$ cat config.mk
export PLATFORM = sky130hd
export DESIGN_NAME = sccr_top
export DESIGN_NICKNAME = d
export VERILOG_FILES = /design/src/design/sccr_pkg.sv /design/src/design/sccr_clk_en_gen.sv /design/src/design/sccr_top.sv
export VERILOG_INCLUDE_DIRS = /design/src /design/src/design
export SDC_FILE = /design/constraint.sdc
export NUM_CORES = 1
export LEC_CHECK = 0
export BUFFER_PORTS_ARGS = -buffer_cell sky130_fd_sc_hd__buf_2
export CAP_MARGIN = 25
export CORE_AREA = 4 4 156 158
export CTS_CLUSTER_SIZE = 16
export DETAILED_ROUTE_END_ITERATION = 6
export DIE_AREA = 0 0 160 162
export GPL_TIMING_DRIVEN = 0
export PLACE_DENSITY = 0.54
export SLEW_MARGIN = 20
export SYNTH_ARGS = -nofsm -noshare
export SYNTH_HDL_FRONTEND = slang
export SYNTH_SLANG_ARGS = --single-unit
export TNS_END_PERCENT = 50
$ cat constraint.sdc
create_clock -name aclk -period 5.4 [get_ports aclk]
set_input_delay 0.54 -clock aclk [delete_from_list [all_inputs] [get_ports aclk]]
set_output_delay 0.54 -clock aclk [all_outputs]
set_load 0.05 [all_outputs]
$ cat src/design/sccr_map.svh
`ifndef SCCR_MAP_SVH
`define SCCR_MAP_SVH

// -----------------------------------------------------------------------------
// Register offsets (byte addresses)
// -----------------------------------------------------------------------------
`define SCCR_OFS_SETUP 12'h000
`define SCCR_OFS_UPDATE 12'h008
`define SCCR_OFS_ACTIVE 12'h00c
`define SCCR_ADDR_W 12

// -----------------------------------------------------------------------------
// Reset values and field positions
// -----------------------------------------------------------------------------
`define SCCR_SETUP_RESET 32'h0cc0_0000
`define SCCR_RSVD_BIT 19
`define SCCR_APPLY_BIT 0
`define SCCR_IN_DIV_LSB 8
`define SCCR_IN_DIV_W 5

// -----------------------------------------------------------------------------
// Divider codes and ratios
// -----------------------------------------------------------------------------
`define SCCR_CORE_DIV_12 4'hc
`define SCCR_CORE_DIV_10 4'ha
`define SCCR_CORE_DIV_8 4'h8
`define SCCR_CORE_DIV_6 4'h6
`define SCCR_CORE_DIV_4 4'h4
`define SCCR_CORE_DIV_3 4'h3
`define SCCR_CORE_DIV_2 4'h2
`define SCCR_RATIO_1 3'h1
`define SCCR_RATIO_2 3'h2
`define SCCR_RATIO_3 3'h3
`define SCCR_RATIO_4 3'h4

// -----------------------------------------------------------------------------
// Bus responses
// -----------------------------------------------------------------------------
`define SCCR_RESP_OKAY 2'h0
`define SCCR_RESP_SLVERR 2'h2

`endif

$ cat src/design/sccr_pkg.sv
package sccr_pkg;

  // ---------------------------------------------------------------------------
  // Setup register layout, bit 31 first
  // ---------------------------------------------------------------------------
  typedef struct packed {
    logic [1:0] secondary_core_bus_ratio;
    logic tcm_select;
    logic [2:0] secondary_core_clock_divider;
    logic source_select;
    logic [2:0] primary_core_clock_divider;
    logic [1:0] sys_clock_ratio;
    logic reserved_19;
    logic [2:0] pll_band;
    logic [2:0] pll_output_divider;
    logic [4:0] pll_input_divider;
    logic [7:0] pll_feedback_divider;
  } sccr_setup_t;

  // ---------------------------------------------------------------------------
  // Decoded divide ratios for the clock generators
  // ---------------------------------------------------------------------------
  typedef struct packed {
    logic [3:0] primary_core_div;
    logic [3:0] secondary_core_div;
    logic [2:0] sys_div;
    logic [2:0] secondary_bus_div;
  } sccr_ratio_t;

  typedef enum logic [0:0] {
    SCCR_SRC_SYSTEM_PLL = 1'b0,
    SCCR_SRC_AUXILIARY_PLL = 1'b1
  } sccr_src_t;

endpackage : sccr_pkg

$ cat src/design/sccr_clk_en_gen.sv
`timescale 1ns/10ps
`include "sccr_map.svh"

module sccr_clk_en_gen
  import sccr_pkg::*;
(
  // Clock and reset
  input wire logic aclk,
  input wire logic aresetn,
  // Ratio, 1 to 4
  input wire logic [2:0] ratio,
  // Enable pulse, one cycle in every ratio cycles
  output logic clk_en
);

  logic [2:0] count_r;
  logic [2:0] count_nxt;
  logic clk_en_r;
  logic wrap;

  // Ratio change restarts cleanly at the next wrap, no short pulse
  assign wrap = (count_r >= (ratio - 3'h1));
  assign count_nxt = wrap ? 3'h0 : (count_r + 3'h1);
  assign clk_en = clk_en_r;

  always_ff @(posedge aclk) begin
    if (!aresetn) begin
      count_r <= 3'h0;
      clk_en_r <= 1'b0;
    end else begin
      count_r <= count_nxt;
      clk_en_r <= wrap;
    end
  end

endmodule : sccr_clk_en_gen

$ cat src/design/sccr_top.sv
`timescale 1ns/10ps
`include "sccr_map.svh"


module sccr_top
  import sccr_pkg::*;
(
  // Clock and reset
  input wire logic aclk,
  input wire logic aresetn,
  // Power-up straps from the external address bus
  input wire logic [4:0] strap_pll_input_divider,
  // AXI4-Lite write address
  input wire logic [11:0] s_axi_awaddr,
  input wire logic s_axi_awvalid,
  output logic s_axi_awready,
  // AXI4-Lite write data
  input wire logic [31:0] s_axi_wdata,
  input wire logic [3:0] s_axi_wstrb,
  input wire logic s_axi_wvalid,
  output logic s_axi_wready,
  // AXI4-Lite write response
  output logic [1:0] s_axi_bresp,
  output logic s_axi_bvalid,
  input wire logic s_axi_bready,
  // AXI4-Lite read address
  input wire logic [11:0] s_axi_araddr,
  input wire logic s_axi_arvalid,
  output logic s_axi_arready,
  // AXI4-Lite read data
  output logic [31:0] s_axi_rdata,
  output logic [1:0] s_axi_rresp,
  output logic s_axi_rvalid,
  input wire logic s_axi_rready,
  // Applied clock setup
  output sccr_setup_t active_setup,
  output sccr_ratio_t active_ratio,
  output logic pll_source_auxiliary,
  output logic tcm_as_coupled_memory,
  output logic apply_pulse,
  // Clock enables
  output logic sys_clk_en,
  output logic secondary_bus_clk_en
);

  // ---------------------------------------------------------------------------
  // Decode functions
  // ---------------------------------------------------------------------------
  function automatic logic [3:0] core_div_ratio(input logic [2:0] code);
    logic [3:0] r;
    r = `SCCR_CORE_DIV_12;
    unique case (code)
      3'h1: r = `SCCR_CORE_DIV_2;
      3'h2: r = `SCCR_CORE_DIV_3;
      3'h3: r = `SCCR_CORE_DIV_4;
      3'h4: r = `SCCR_CORE_DIV_6;
      3'h5: r = `SCCR_CORE_DIV_8;
      3'h6: r = `SCCR_CORE_DIV_10;
      3'h0, 3'h7: r = `SCCR_CORE_DIV_12;
    endcase
    return r;
  endfunction : core_div_ratio

  function automatic logic [2:0] sys_div_ratio(input logic [1:0] code);
    logic [2:0] r;
    r = `SCCR_RATIO_1;
    unique case (code)
      2'h3: r = `SCCR_RATIO_4;
      2'h2: r = `SCCR_RATIO_3;
      2'h1: r = `SCCR_RATIO_2;
      2'h0: r = `SCCR_RATIO_1;
    endcase
    return r;
  endfunction : sys_div_ratio

  // Code 01 is not defined for the bus ratio; it is taken as equal clocks
  function automatic logic [2:0] bus_div_ratio(input logic [1:0] code);
    logic [2:0] r;
    r = `SCCR_RATIO_1;
    unique case (code)
      2'h3: r = `SCCR_RATIO_4;
      2'h2: r = `SCCR_RATIO_2;
      2'h1, 2'h0: r = `SCCR_RATIO_1;
    endcase
    return r;
  endfunction : bus_div_ratio

  // Byte lanes without a strobe keep their old contents
  function automatic logic [31:0] strobe_merge(input logic [31:0] old_v, input logic [31:0] new_v,
                                               input logic [3:0] strb);
    logic [31:0] r;
    r = old_v;
    for (int i = 0; i < 4; i++) begin
      if (strb[i]) begin
        r[i*8 +: 8] = new_v[i*8 +: 8];
      end
    end
    return r;
  endfunction : strobe_merge

  // ---------------------------------------------------------------------------
  // Bus decode functions
  // ---------------------------------------------------------------------------
  // Only the word part of the address counts; byte lanes are ignored
  function automatic logic word_hit(input logic [11:0] addr, input logic [11:0] ofs);
    return addr[11:2] == ofs[11:2];
  endfunction : word_hit

  function automatic logic [1:0] resp_code(input logic mapped);
    return mapped ? `SCCR_RESP_OKAY : `SCCR_RESP_SLVERR;
  endfunction : resp_code

  // ---------------------------------------------------------------------------
  // State
  // ---------------------------------------------------------------------------
  // Programmed and applied setup
  sccr_setup_t setup_r;
  sccr_setup_t setup_nxt;
  sccr_setup_t active_r;
  sccr_setup_t active_nxt;
  sccr_ratio_t ratio_r;
  sccr_ratio_t ratio_nxt;
  logic strap_done_r;
  logic apply_r;

  // Write channel
  logic awready_r;
  logic wready_r;
  logic aw_held_r;
  logic w_held_r;
  logic [11:0] waddr_r;
  logic [31:0] wdata_r;
  logic [3:0] wstrb_r;
  logic bvalid_r;
  logic [1:0] bresp_r;

  // Read channel
  logic arready_r;
  logic rvalid_r;
  logic [31:0] rdata_r;
  logic [1:0] rresp_r;

  // ---------------------------------------------------------------------------
  // Write path
  // ---------------------------------------------------------------------------
  wire aw_fire = s_axi_awvalid && awready_r;
  wire w_fire = s_axi_wvalid && wready_r;
  // Commit waits for both channels, which may arrive in either order
  wire wr_commit = aw_held_r && w_held_r && !bvalid_r;
  wire wr_hit_setup = word_hit(waddr_r, `SCCR_OFS_SETUP);
  wire wr_hit_update = word_hit(waddr_r, `SCCR_OFS_UPDATE);
  wire wr_hit_active = word_hit(waddr_r, `SCCR_OFS_ACTIVE);
  wire wr_mapped = wr_hit_setup || wr_hit_update || wr_hit_active;
  wire b_fire = bvalid_r && s_axi_bready;
  wire update_req = wstrb_r[0] && wdata_r[`SCCR_APPLY_BIT];
  wire apply_now = wr_commit && wr_hit_update && update_req;
  wire [31:0] setup_merged = strobe_merge(setup_r, wdata_r, wstrb_r);
  // Straps land one cycle after reset, before any write can commit
  wire strap_now = !strap_done_r;

  always_comb begin
    setup_nxt = setup_r;
    if (strap_now) begin
      setup_nxt.pll_input_divider = strap_pll_input_divider;
    end else if (wr_commit && wr_hit_setup) begin
      setup_nxt = setup_merged;
    end
    setup_nxt.reserved_19 = 1'b0;
  end

  // Setup writes never reach the clock generators directly
  always_comb begin
    active_nxt = active_r;
    if (strap_now) begin
      active_nxt.pll_input_divider = strap_pll_input_divider;
    end else if (apply_now) begin
      active_nxt = setup_r;
    end
    active_nxt.reserved_19 = 1'b0;
  end

  always_comb begin
    ratio_nxt.primary_core_div = core_div_ratio(active_r.primary_core_clock_divider);
    ratio_nxt.secondary_core_div = core_div_ratio(active_r.secondary_core_clock_divider);
    ratio_nxt.sys_div = sys_div_ratio(active_r.sys_clock_ratio);
    ratio_nxt.secondary_bus_div = bus_div_ratio(active_r.secondary_core_bus_ratio);
  end

  // ---------------------------------------------------------------------------
  // Setup and applied registers
  // ---------------------------------------------------------------------------
  always_ff @(posedge aclk) begin
    if (!aresetn) begin
      setup_r <= `SCCR_SETUP_RESET;
      active_r <= `SCCR_SETUP_RESET;
      ratio_r <= '0;
      strap_done_r <= 1'b0;
      apply_r <= 1'b0;
    end else begin
      setup_r <= setup_nxt;
      active_r <= active_nxt;
      ratio_r <= ratio_nxt;
      strap_done_r <= 1'b1;
      apply_r <= apply_now;
    end
  end

  // ---------------------------------------------------------------------------
  // Write channel handshakes
  // ---------------------------------------------------------------------------
  always_ff @(posedge aclk) begin
    if (!aresetn) begin
      awready_r <= 1'b1;
      wready_r <= 1'b1;
      aw_held_r <= 1'b0;
      w_held_r <= 1'b0;
      waddr_r <= '0;
      wdata_r <= '0;
      wstrb_r <= '0;
      bvalid_r <= 1'b0;
      bresp_r <= `SCCR_RESP_OKAY;
    end else begin
      if (aw_fire) begin
        awready_r <= 1'b0;
        aw_held_r <= 1'b1;
        waddr_r <= s_axi_awaddr;
      end
      if (w_fire) begin
        wready_r <= 1'b0;
        w_held_r <= 1'b1;
        wdata_r <= s_axi_wdata;
        wstrb_r <= s_axi_wstrb;
      end
      if (wr_commit) begin
        aw_held_r <= 1'b0;
        w_held_r <= 1'b0;
        bvalid_r <= 1'b1;
        bresp_r <= resp_code(wr_mapped);
      end
      // Ready again only once the response is gone: one write at a time
      if (b_fire) begin
        bvalid_r <= 1'b0;
        awready_r <= 1'b1;
        wready_r <= 1'b1;
      end
    end
  end

  // ---------------------------------------------------------------------------
  // Read path
  // ---------------------------------------------------------------------------
  wire ar_fire = s_axi_arvalid && arready_r;
  wire r_fire = rvalid_r && s_axi_rready;
  wire rd_hit_setup = word_hit(s_axi_araddr, `SCCR_OFS_SETUP);
  wire rd_hit_update = word_hit(s_axi_araddr, `SCCR_OFS_UPDATE);
  wire rd_hit_active = word_hit(s_axi_araddr, `SCCR_OFS_ACTIVE);
  wire rd_mapped = rd_hit_setup || rd_hit_update || rd_hit_active;
  // The update register is a strobe and reads back zero
  wire [31:0] rd_word = rd_hit_setup ? setup_r : (rd_hit_active ? active_r : 32'h0000_0000);

  always_ff @(posedge aclk) begin
    if (!aresetn) begin
      arready_r <= 1'b1;
      rvalid_r <= 1'b0;
      rdata_r <= '0;
      rresp_r <= `SCCR_RESP_OKAY;
    end else begin
      if (ar_fire) begin
        arready_r <= 1'b0;
        rvalid_r <= 1'b1;
        rdata_r <= rd_word;
        rresp_r <= resp_code(rd_mapped);
      end
      if (r_fire) begin
        rvalid_r <= 1'b0;
        arready_r <= 1'b1;
      end
    end
  end

  // ---------------------------------------------------------------------------
  // Clock enables
  // ---------------------------------------------------------------------------
  // Slot 0 paces the system clock for the shared logic, slot 1 the bus enable
  // of the secondary core; neither changes the other
  // A ratio change waits for the next wrap, so one period may stretch
  logic [2:0] en_ratio [2];
  logic [1:0] en_pulse;

  assign en_ratio[0] = ratio_r.sys_div;
  assign en_ratio[1] = ratio_r.secondary_bus_div;

  for (genvar g = 0; g < 2; g++) begin : g_en
    sccr_clk_en_gen u_en (
      .aclk(aclk),
      .aresetn(aresetn),
      .ratio(en_ratio[g]),
      .clk_en(en_pulse[g])
    );
  end

  // ---------------------------------------------------------------------------
  // Outputs
  // ---------------------------------------------------------------------------
  // Register bus
  assign s_axi_awready = awready_r;
  assign s_axi_wready = wready_r;
  assign s_axi_bvalid = bvalid_r;
  assign s_axi_bresp = bresp_r;
  assign s_axi_arready = arready_r;
  assign s_axi_rvalid = rvalid_r;
  assign s_axi_rdata = rdata_r;
  assign s_axi_rresp = rresp_r;

  // Applied setup
  assign active_setup = active_r;
  assign active_ratio = ratio_r;
  assign pll_source_auxiliary = active_r.source_select;
  assign tcm_as_coupled_memory = active_r.tcm_select;
  assign apply_pulse = apply_r;

  // Clock enables
  assign sys_clk_en = en_pulse[0];
  assign secondary_bus_clk_en = en_pulse[1];

endmodule : sccr_top

# After elaboration in Yosys (flattened, before gate mapping)
# Memories as Yosys holds them, arrays and structs flattened. A register that Yosys moved wholly into a read port is not among the register bits.
# Cells that the tools add are included.
totals:
  out_inout_bits: 92
  ff_bits: 171
  mem_bits_ro: 64
  word_cells: 115
  n_memories: 2
  inputBits: 72
op_classes:
  eq_ne: 13
  n_reduce_logical: 34
  order_cmp: 2
  bitwise: 1
  mux: 15
  add_sub_neg: 4
mem_list:
  columns: ["memory", "words", "width", "rd", "rd_clocked_by_memory_dff", "wr", "line_no", "text"]
  rows:
  - ["(name not given)", 8, 4, 1, 1, 0, "sccr_top.sv:52", "unique case (code)"]
  - ["(name not given)", 8, 4, 1, 1, 0, "sccr_top.sv:52", null]
op_table:
  columns: ["cell", "count"]
  rows:
  - ["$mux W32", 4]
  - ["$eq A10 B2 Y1 const B", 4]
  - ["$mux W8", 4]
  - ["$logic_not A10 Y1", 2]
  - ["$pmux W3 S4", 1]
  - ["$reduce_and A3 Y1", 4]
  - ["$reduce_or A2 Y1", 6]
  - ["$logic_and A1 B1 Y1", 11]
  - ["$mux W5", 2]
  - ["$pmux W3 S3", 1]
  - ["$eq A2 B2 Y1 const B", 4]
  - ["$add A3 B1 Y3 const B", 2]
  - ["$ge A3 B3 Y1", 2]
  - ["$ne A2 B1 Y1 const B", 3]
  - ["$sub A3 B1 Y3 const B", 2]
  - ["$eq A2 B1 Y1 const B", 2]
  - ["$logic_not A2 Y1", 2]
  - ["$logic_or A1 B1 Y1", 4]
  - ["$mux W2", 2]
  - ["$reduce_and A2 Y1", 2]
  - ["$logic_not A1 Y1", 3]
  - ["$mux W1", 1]
  - ["$not A1 Y1", 1]

# Logic depth before layout (Yosys ltp)
# Gate-level depths: netlist of the first run.
depth:
  depth_word: 6
  ltp_mapped: 7
  mapped_depth_nobuf: 7

# By module
# From an unflattened synthesis of the first run, not the netlist that was laid out.
unflattened:
  hier_cells: 749
  area_unflattened_um2: 6757.7
by_module_without_submodules:
  columns: ["mod", "cells_each", "seq_area_each_um2", "area_each_um2", "instances"]
  rows:
  - ["sccr_top", 701, 3263.1, 6284.8, 1]
  - ["sccr_clk_en_gen", 24, 80.1, 236.5, 2]

# Worst setup path before layout of the first run
# No wires, ideal clock.
synth_path:
  path_type: "register to register"
  from: "register waddr_r[11]"
  to: "register active_r, in the netlist active_setup[22]"
  t_required_ns: 5.271
  n_path_buf: 3
  setup_time_ns: 0.129
  slack_ns: 3.420
  arrival_time_ns: 1.851
  stages_incl_launch_ff: 8
  period_less_slack_ns: 1.980
  cell_sequence: "dfxtp_1 or4_4 buf_6 nor4_1 buf_4 buf_6 mux2i_1 nand2_1"
synth_via:
  elab_chain_cells: 4
synth_lines:
  columns: ["element", "line_no", "text"]
  rows:
  - ["start, declared", "sccr_top.sv:131", "logic [11:0] waddr_r;"]
  - ["start signal, assigned", "sccr_top.sv:226", "waddr_r <= s_axi_awaddr;"]
  - ["$eq A10 B2 Y1", "sccr_top.sv:106", "return addr[11:2] == ofs[11:2];"]
  - ["$logic_and A1 B1 Y1 (2 in a row)", "sccr_top.sv:156", "wire apply_now = wr_commit && wr_hit_update && update_req;"]
  - ["$reduce_and A2 Y1 (no source line)", null, null]
  - ["end signal, assigned", "sccr_top.sv:195", "active_r <= `SCCR_SETUP_RESET;"]
  - ["end signal, assigned", "sccr_top.sv:201", "active_r <= active_nxt;"]
  - ["end, declared", "sccr_top.sv:119", "sccr_setup_t active_r;"]
# No other way between the ends.
# A chain may end at the register's enable or synchronous reset.

# Final worst setup path of the first run
layout_path:
  from: "register waddr_r[11]"
  to: "register setup_r[22] (netlist name)"
layout_via:
  elab_chain_cells: 3
layout_lines:
  columns: ["element", "line_no", "text"]
  rows:
  - ["$logic_not A10 Y1", "sccr_top.sv:106", null]
  - ["$logic_and A1 B1 Y1", "sccr_top.sv:165", "end else if (wr_commit && wr_hit_setup) begin"]
  - ["$reduce_and A3 Y1 (no source line)", null, null]
  - ["end signal, assigned", "sccr_top.sv:194", "setup_r <= `SCCR_SETUP_RESET;"]
  - ["end signal, assigned", "sccr_top.sv:200", "setup_r <= setup_nxt;"]
  - ["end, declared", "sccr_top.sv:117", "sccr_setup_t setup_r;"]
# No other way between the ends.

==> impl_metrics.yaml, run 1 <==
synth:
  ys_ff_latch: 171
  synth_seq_area_share: 0.506
  synthCells: 748
  synth_top_area_share: 0.506
  synth_edf_count: 0
  synthFlopType: "dfxtp_1"
  ys.warnings.count: 0
  async_flop_share: 0
  avgSynthCellArea_um2: 9.04
  synth_largest_area_cell: "dfxtp_1"
  synth_cell_types: 36
  synth_most_common_cell: "dfxtp_1"
  netlist_area_um2: 6760
  synthTopCellsByCount: "dfxtp_1 (171), nand2_1 (134), a21oi_1 (92)"
  synthTopCellsByArea: "dfxtp_1 (51%), mux2i_1 (9.6%), nand2_1 (7.4%), a21oi_1 (6.8%), nor2_1 (3.6%)"
setup_path:
  reg2reg_depth: 5
  max_stage_delay_ns: 0.77
  startpoint_type: "flop"
  critical_path_class: "reg2reg"
  crit_family: "simple AND/OR/NAND/NOR gates"
  worstPathCellList: "or4_4, buf_6, nor4_4, mux2i_1, nand2_1"
  cp_data_required_time_ns: 5.69
  crit_buf_inv: 1
  path_max_fanout: 9
  crit_arrival_ns: 2.55
  cp-end-kind: "flop"
  cpMaxStageDelayCell: "nor4_4"
  cp.depth: 5
sta:
  setup_viol: 0
  skew_ns: 0.0114
  maxSlewHeadroom: 0.432
  fin_setup_tns_ns: 0
  max_slew.worst_pin.slew_ns: 0.845
  fin_hold_ws_ns: 0.320
  rsz0062_at_grt: "no"
  final.setup.worst_slack_ns: 3.14
  min_period_ns: 2.26
  period_share: 0.419
  fmax_mhz: 442
  slew_violations: 0
  hold_violations: 0
final_layout:
  final_nets: 1013
  syn2layout_area_growth_pct: 25.7
  fin_area_um2: 8500
  n_antenna_cell: 0
  drive_above_1_share: 0.220
placement:
  dpl.hpwl_um: 14600
  dpl_cell_area_um2: 7910
  portBuffers: 154
  place_ws_ns: 3.04
  gp_congestion: 0.772
floorplanning:
  dieArea_um2: 25900
  start_util: 0.293
  fp.dieH_um: 162
  die_w_um: 160
  rows: 56
  placeableCoreArea_um2: 23100
  pin_count: 164
global_route:
  antenna_found_initial: 0
  grt.total_usage: 0.154
  first_global_vias: 5465
  grt_max_degree: 17
  grt_pass1_wl_um: 30900
  gr-total-overflow: 0
route:
  drc: 0
  via_per_inst: 4.56
  wire_per_inst_um: 16.2
  firstDrtPassIters: 4
  wl_um: 19900
  vias: 5597
  drtIter0Drc: 233
  ant_nets: 0
clock_network:
  cts_root_buf: "clkbuf_16"
  cts_buffers: 17
  hold_buffers: 0
  clock-sinks: 171
  clk_pin_slew_ns: 0.07
  postCtsSetupRepairBufs: 0
  clk_latency_ns: 0.43
  cts_max_level: 4
  cts_resized: 0
  cts_max_path_buffers: 2
  cts_tree: "yes"
min_path:
  hold_path_depth: 2
  hold_class: "in2reg"
pwr:
  irDropWorstVdd_uv: 162
  total_power_mw: 2.80
  powerDensity_nw_per_um2: 330
  p_leak_nw: 3.38
run:
  drv_cap: 0
status:
  status: "completed"
==> layer usage <==
metal / vias up / GRT usage / share of wire
met1: 2573 / 0.205 / 0.47
met3: 20 / 0.0431 / 0.052
met2: 124 / 0.246 / 0.46
met5: - / 0 / 0
li1: 2880 / - / -
met4: 0 / 0.0426 / 0.018
==> logic make-up after synthesis <==
family | count (synthesis) | share of synthesized area
AO/OA/AOI/OAI | 138 | 0.116
XOR/XNOR | 4 | 0.00518
adder cells (fa/ha/maj) | 17 | 0.0314
buffers and inverters | 80 | 0.0520
flip-flops | 171 | 0.506
multiplexers | 66 | 0.0979
other | 1 | 0.000554
AND/OR/NAND/NOR | 271 | 0.191
==> state kept, by name (all words and copies together) (netlist names), 2 cells and up <==
register / flops
active_ratio: 14
waddr_r: 10
wdata_r: 31
setup_r: 31
s_axi_rdata: 31
active_setup: 29
g_en.u_en.count_r: 6
wstrb_r: 4
g_en.u_en.clk_en: 2
==> layout make-up <==
cell class / instances / area [µm²]
clock inverter: 11 / 111
timing repair buffer: 154 / 771
tap: 290 / 363
fill: 2464 / 14600
multi-input combinational: 500 / 3000
sequential: 171 / 3420
inverter: 24 / 90.1
clock buffer: 21 / 480
buffer: 56 / 262
==> report_power, final <==
part           internal (mW)  switching (mW)
sequential              1.30          0.0248
combinational         0.0793           0.177
clock                  0.691           0.528
==> stage by stage <==
stage	cells	utilization
final	1227	0.368
after global routing	1227	0.368
after CTS	1227	0.368
after detailed placement	1195	0.342
after global placement	1195	0.342
after floorplan	751	-
==> layout by cell type (no fill, tap or decap), drive strengths merged, types with 2 or more instances in the layout <==
master	n
conb	4
a21oi	92
a22oi	31
nand2	134
clkinvlp	2
xnor2	4
clkinv	6
o211ai	2
buf	169
and2	7
nor3	4
nand3b	5
nor2b	2
or3	31
ha	17
dfxtp	171
inv	26
or4	3
clkbuf	62
o21ai	10
mux2i	65
nand2b	5
nor2	65
nor4	11
==> path summary, 6_finish.rpt <==
check	slack, ns	to	start
setup / recovery	3.14	setup_r[22]$_SDFFE_PN1P_	waddr_r[11]$_SDFFE_PN0P_
hold / removal	0.32	s_axi_awready$_SDFFE_PP1P_	s_axi_awvalid
setup reg to reg	3.14	setup_r[22]$_SDFFE_PN1P_	waddr_r[11]$_SDFFE_PN0P_
hold reg to reg	0.45	g_en[0].u_en.count_r[0]$_SDFF_PP0_	g_en[0].u_en.count_r[0]$_SDFF_PP0_
Power figures use the tool's default switching activity.
==> run 2: changes to the inputs <==
Settings changed: ABC_AREA set to 1, CORE_AREA 4 4 156 158 to 4 4 157 159, DIE_AREA 0 0 160 162 to 0 0 161 163.
Clock period 5.4 ns to 2.2 ns, I/O delays scaled along.
==> run 2 against run 1 <==
- core utilization rose by 0.39 points
- flip-flop and latch count stayed put
- critical path depth grew 1
- worst setup slack got worse by 2.9 ns
- clock skew hardly changed
- non-clock buffer count up 4
- sequential share of layout area fell by 0.66 points
- via count increased by 13%
- largest cell class unchanged
- largest power group unchanged
- highest routed layer unchanged
==> impl_metrics.yaml, run 2 <==
status:
  status: "completed"
setup_path:
  crit_arrival_ns: 2.29
  cpMostUsedCell: "nor2_1"
  cpMaxStageDelayCell: "clkbuf_1"
  crit_buf_inv: 2
  crit_family: "simple AND/OR/NAND/NOR gates"
  path_max_fanout: 10
  startpoint_type: "flop"
  critical_path_class: "reg2reg"
  cp-end-kind: "flop"
  cp_data_required_time_ns: 2.52
  worstPathCellList: "inv_1, nor3_1, nand4_1, clkbuf_1, nor2_1, nor2_1"
  max_stage_delay_ns: 0.45
synth:
  synthTopCellsByCount: "nor2_1 (197), dfxtp_1 (171), nand3_1 (113)"
  synth_largest_area_cell: "dfxtp_1"
  ys.warnings.count: 0
  synth_cell_types: 30
  synthTopCellsByArea: "dfxtp_1 (50%), nor2_1 (11%), nand3_1 (8.2%), o21ai_0 (6.3%), inv_1 (4.6%)"
  netlist_area_um2: 6910
  synth_edf_count: 0
  synthFlopType: "dfxtp_1"
  synth_top_area_share: 0.495
  ys_ff_latch: 171
  synthCells: 904
  synth_most_common_cell: "nor2_1"
  synth_seq_area_share: 0.495
  async_flop_share: 0
  avgSynthCellArea_um2: 7.65
route:
  wire_per_inst_um: 15.3
  wl_um: 21600
  drc: 0
  firstDrtPassIters: 5
  ant_nets: 0
  drtIter0Drc: 439
  vias: 6328
  via_per_inst: 4.48
floorplanning:
  placeableCoreArea_um2: 23300
  rows: 56
  die_w_um: 161
  fp.dieH_um: 163
  dieArea_um2: 26200
  start_util: 0.297
  pin_count: 164
pwr:
  irDropWorstVdd_uv: 365
  total_power_mw: 7.11
  p_leak_nw: 4.20
  powerDensity_nw_per_um2: 823
final_layout:
  syn2layout_area_growth_pct: 25.0
  drive_above_1_share: 0.199
  n_antenna_cell: 0
  fillers: 2540
  final_common_cell: "nor2_1"
  multiInputGateArea_um2: 2900
  regArea_um2: 3420
  final_cell_mix: "nor2_1 (197), dfxtp_1 (171), buf_2 (167)"
  final_nets: 1170
clock_network:
  clock-sinks: 171
  clk_pin_slew_ns: 0.07
  cts_root_buf: "clkbuf_16"
  cts_max_level: 4
  cts_resized: 0
  cts_max_path_buffers: 2
  cts_tree: "yes"
  cts_buffers: 17
  clk_latency_ns: 0.43
min_path:
  hold_class: "in2reg"
sta:
  skew_ns: 0.0115
  setup_viol: 0
  hold_violations: 0
  max_slew.worst_pin.slew_ns: 0.743
  maxSlewHeadroom: 0.504
  fin_setup_tns_ns: 0
  period_share: 0.895
  fmax_mhz: 508
  rsz0062_at_grt: "no"
  min_period_ns: 1.97
  slew_violations: 0
global_route:
  grt_max_degree: 17
  first_global_vias: 6046
  grt.total_usage: 0.165
  grt_pass1_wl_um: 33400
  antenna_found_initial: 0
  gr-total-overflow: 0
run:
  drv_cap: 0
placement:
  gp_congestion: 0.841
  dpl.hpwl_um: 16400
  portBuffers: 154
## run 2: cell count changes in the layout (fill, tap and decap cells not counted), moves of 31 or more
cell / before / now
inv_1: 24 / 84
o21ai_0: 10 / 87
nor2_1: 65 / 197
or3_1: 31 / 0
a21oi_1: 92 / 33
mux2i_1: 65 / 0
a22oi_1: 31 / 0
o211ai_1: 2 / 33
nand3_1: 1 / 113
nand2_1: 134 / 63
## run 2: worst paths after layout
| check | cells after the start | slack [ns] | to | startpoint |
|---|---|---|---|---|
| min | 3 | 0.02 | s_axi_arready$_SDFFE_PP1P_ | s_axi_rready |
| max | 6 | 0.23 | active_setup[16]$_SDFFE_PN0P_ | wdata_r[0]$_SDFFE_PN0P_ |
| max reg2reg | 6 | 0.23 | active_setup[16]$_SDFFE_PN0P_ | wdata_r[0]$_SDFFE_PN0P_ |
| min reg2reg | 1 | 0.45 | g_en[0].u_en.count_r[0]$_SDFF_PP0_ | g_en[0].u_en.count_r[0]$_SDFF_PP0_ |
## run 2: cell type report
| cell class | instances | share of cell area |
|---|---|---|
| Clock buffer | 19 | 0.0512 |
| Inverter | 88 | 0.0382 |
| Sequential cell | 171 | 0.396 |
| Buffer | 59 | 0.0314 |
| Tap cell | 319 | 0.0462 |
| Timing Repair Buffer | 155 | 0.0903 |
| Multi-Input combinational cell | 589 | 0.336 |
| Clock inverter | 13 | 0.0110 |
## run 2: logic make-up (layout without fill, tap and decap cells)
kind of cell | count (synthesis) | after routing | synth area share
adders and majority gates | 17 | 17 | 0.0308
xor gates and xnor gates | 4 | 4 | 0.00507
and+or+nand+nor | 397 | 397 | 0.248
buffers and inverters | 147 | 334 | 0.0870
other | 1 | 4 | 0.000542
AOI/OAI and AO/OA | 167 | 167 | 0.134
DFF | 171 | 171 | 0.495
## run 2: timing repair
| item | CTS | global route |
|---|---|---|
| setup buffers | 0 | 0 |
| endpoints found under the hold margin | 1 | 0 |
| hold buffers | 1 | 0 |
## run 2: power breakdown
group / leakage (nW) / switching [mW] / internal, mW / total (mW)
clock: 0.259 / 1.29 / 1.48 / 2.77
combinational: 2.54 / 0.691 / 0.287 / 0.978
sequential: 1.40 / 0.102 / 3.27 / 3.37
## run 2: metal layers
| metal | GRT usage | share of wire | vias up |
|---|---|---|---|
| met5 | 0 | 0 | - |
| met2 | 0.263 | 0.46 | 148 |
| met1 | 0.221 | 0.48 | 2833 |
| li1 | - | - | 3316 |
| met4 | 0.0632 | 0.019 | 0 |
| met3 | 0.0347 | 0.044 | 31 |
## run 2: stage by stage
stage / util / hold WS [ns] / setup WS (ns) / std cells / instance area, µm²
2_1_floorplan: - / 0.248 / 0.149 / 907 / 6930
3_3_place_gp: 0.348 / 0.388 / 0.288 / 1380 / 8100
3_5_place_dp: 0.348 / 0.391 / 0.325 / 1380 / 8100
4_1_cts: 0.372 / 0.00923 / 0.256 / 1413 / 8640
5_1_grt: 0.372 / 0.0260 / 0.0434 / 1413 / 8640
6_report: 0.372 / 0.0214 / 0.232 / 1413 / 8640
## run 2: tightest hold or removal path, delay by kind of cell
family,cells,cell delay (ns)
AOI/OAI and AO/OA,1,0.07
and+or+nand+nor,1,0.06
buffers and inverters,1,0.07
==> run 3: changes to the inputs <==
Settings changed: CORE_AREA 4 4 157 159 to 4 4 123 125, DIE_AREA 0 0 161 163 to 0 0 127 129, PLACE_DENSITY 0.54 to 0.79.
==> run 3 against run 2 <==
- power rose by 0.12%
- cell area fell by 2.0%
- clock power barely moved
- register-to-register slack improved by 0.06 ns
- sequential power barely moved
- core utilization rose by 24 points
- critical path type unchanged
- largest power group unchanged
==> impl_metrics.yaml, run 3 (same netlist as run 2, synthesis figures left out) <==
pwr:
  combPwrFrac: 0.137
  seqPwrFrac: 0.473
  p_sw_frac: 0.276
  p_clk_frac: 0.390
  irDropWorstVdd_uv: 582
  p_switching_mw: 1.96
  power.internal_mw: 5.16
  powerDensity_nw_per_um2: 841
  p_leak_nw: 4.20
setup_path:
  reg2reg_depth: 7
  startpoint_type: "flop"
  path_max_fanout: 10
  critical_path_class: "reg2reg"
  cp_data_required_time_ns: 2.52
  reg2reg_to: "active_setup[4]$_SDFFE_PN0P_"
  crit_arrival_ns: 2.23
  worstReg2RegStart: "waddr_r[4]$_SDFFE_PN0P_"
  cp-end-kind: "flop"
  rrSetupSlack_ns: 0.29
clock_network:
  cts_root_buf: "clkbuf_16"
  clk_pin_slew_ns: 0.06
  clk_latency_ns: 0.42
  clock-sinks: 171
  cts_max_level: 4
  cts_tree: "yes"
  cts_max_path_buffers: 2
  cts_buffers: 17
  cts_resized: 0
final_layout:
  final_common_cell: "nor2_1"
  fin_area_um2: 8470
  fillers: 1283
  regArea_um2: 3420
  drive_above_1_share: 0.195
  n_antenna_cell: 0
  final_nets: 1170
  final_cell_mix: "nor2_1 (197), dfxtp_1 (171), buf_2 (167)"
  multiInputGateArea_um2: 2900
  syn2layout_area_growth_pct: 22.5
global_route:
  grt_max_degree: 17
  antenna_found_initial: 0
  grt_pass1_wl_um: 30900
  gr-total-overflow: 0
  first_global_vias: 6225
  grt.total_usage: 0.239
floorplanning:
  placeableCoreArea_um2: 13900
  die_w_um: 127
  start_util: 0.498
  fp.dieH_um: 129
  pin_count: 164
  dieArea_um2: 16400
  rows: 43
sta:
  max_slew.worst_pin.slew_ns: 0.712
  period_share: 0.867
  min_period_ns: 1.91
  rsz0062_at_grt: "no"
  maxSlewHeadroom: 0.525
  slew_violations: 0
  hold_violations: 0
  fin_setup_tns_ns: 0
  fmax_mhz: 524
  setup_viol: 0
  skew_ns: 0.00844
route:
  drc: 0
  wl_um: 19400
  firstDrtPassIters: 6
  vias: 6582
  drtIter0Drc: 530
  via_per_inst: 5.17
  ant_nets: 0
  wire_per_inst_um: 15.3
min_path:
  hold_end: "s_axi_arready$_SDFFE_PP1P_"
  min_from: "s_axi_rready"
  hold_class: "in2reg"
  hold_path_depth: 3
placement:
  gp_congestion: 0.913
  dpl.hpwl_um: 14400
  dpl_cell_area_um2: 7920
  portBuffers: 154
status:
  status: "completed"
run:
  drv_cap: 0
run 3: power groups by stage:
| stage | logic (mW) | clock network, mW | registers [mW] |
|---|---|---|---|
| floorplan | 0.465 | 0 | 3.65 |
| global placement | 0.949 | 0 | 3.43 |
| detailed placement | 0.969 | 0 | 3.44 |
| CTS | 0.976 | 2.80 | 3.37 |
| global route | 1.08 | 2.93 | 3.39 |
| finish | 0.974 | 2.78 | 3.37 |
run 3: cell type report:
| type | instances | share of cell area |
|---|---|---|
| Sequential cell | 171 | 0.404 |
| Multi-Input combinational cell | 589 | 0.342 |
| Timing Repair Buffer | 155 | 0.0922 |
| Clock buffer | 23 | 0.0553 |
| Inverter | 88 | 0.0390 |
| Buffer | 59 | 0.0321 |
| Tap cell | 180 | 0.0266 |
| Clock inverter | 7 | 0.00813 |
run 3: what timing repair did:
action,CTS,global route
hold buffers,1,0
hold endpoints to repair,1,0
setup buffers,0,0
run 3: routing by layer:
metal / vias to the layer above / share of wire / global-route usage
li1: 3302 / - / -
met1: 2978 / 0.43 / 0.299
met2: 269 / 0.48 / 0.403
met3: 33 / 0.079 / 0.0552
met4: 0 / 0.020 / 0.0864
met5: - / 0 / 0
run 3: critical path, stage by stage, from the launching register on:
cell	delay, ns
dfxtp_1	0.31
nor2_1	0.10
nand2_1	0.15
nor2_8	0.17
nand4_1	0.34
clkbuf_1	0.44
nor2_1	0.21
nor2_1	0.06
run 3: worst max-delay path by stage:
stage / endpoint / slack [ns] / from
floorplan: g_en[0].u_en.count_r[0]$_SDFF_PP0_ / 0.15 / active_ratio[3]$_SDFF_PN0_
CTS: s_axi_rdata[17]$_SDFFE_PN0P_ / 0.33 / aresetn
global route: active_setup[6]$_SDFFE_PN0P_ / 0.17 / waddr_r[4]$_SDFFE_PN0P_
finish: active_setup[4]$_SDFFE_PN0P_ / 0.29 / waddr_r[4]$_SDFFE_PN0P_
detailed placement: active_setup[14]$_SDFFE_PN0P_ / 0.37 / waddr_r[4]$_SDFFE_PN0P_
global placement: active_setup[17]$_SDFFE_PN0P_ / 0.39 / waddr_r[4]$_SDFFE_PN0P_
run 3: metrics by stage:
| stage | hold WS, ns | util | total power, mW | instances | worst slack [ns] |
|---|---|---|---|---|---|
| after floorplan | 0.248 | - | 4.12 | 907 | 0.149 |
| after global placement | 0.381 | 0.571 | 4.38 | 1241 | 0.394 |
| after detailed placement | 0.378 | 0.571 | 4.41 | 1241 | 0.369 |
| after CTS | 0.0144 | 0.610 | 7.14 | 1272 | 0.332 |
| after global routing | 0.0444 | 0.610 | 7.40 | 1272 | 0.167 |
| final | 0.0287 | 0.610 | 7.12 | 1272 | 0.293 |
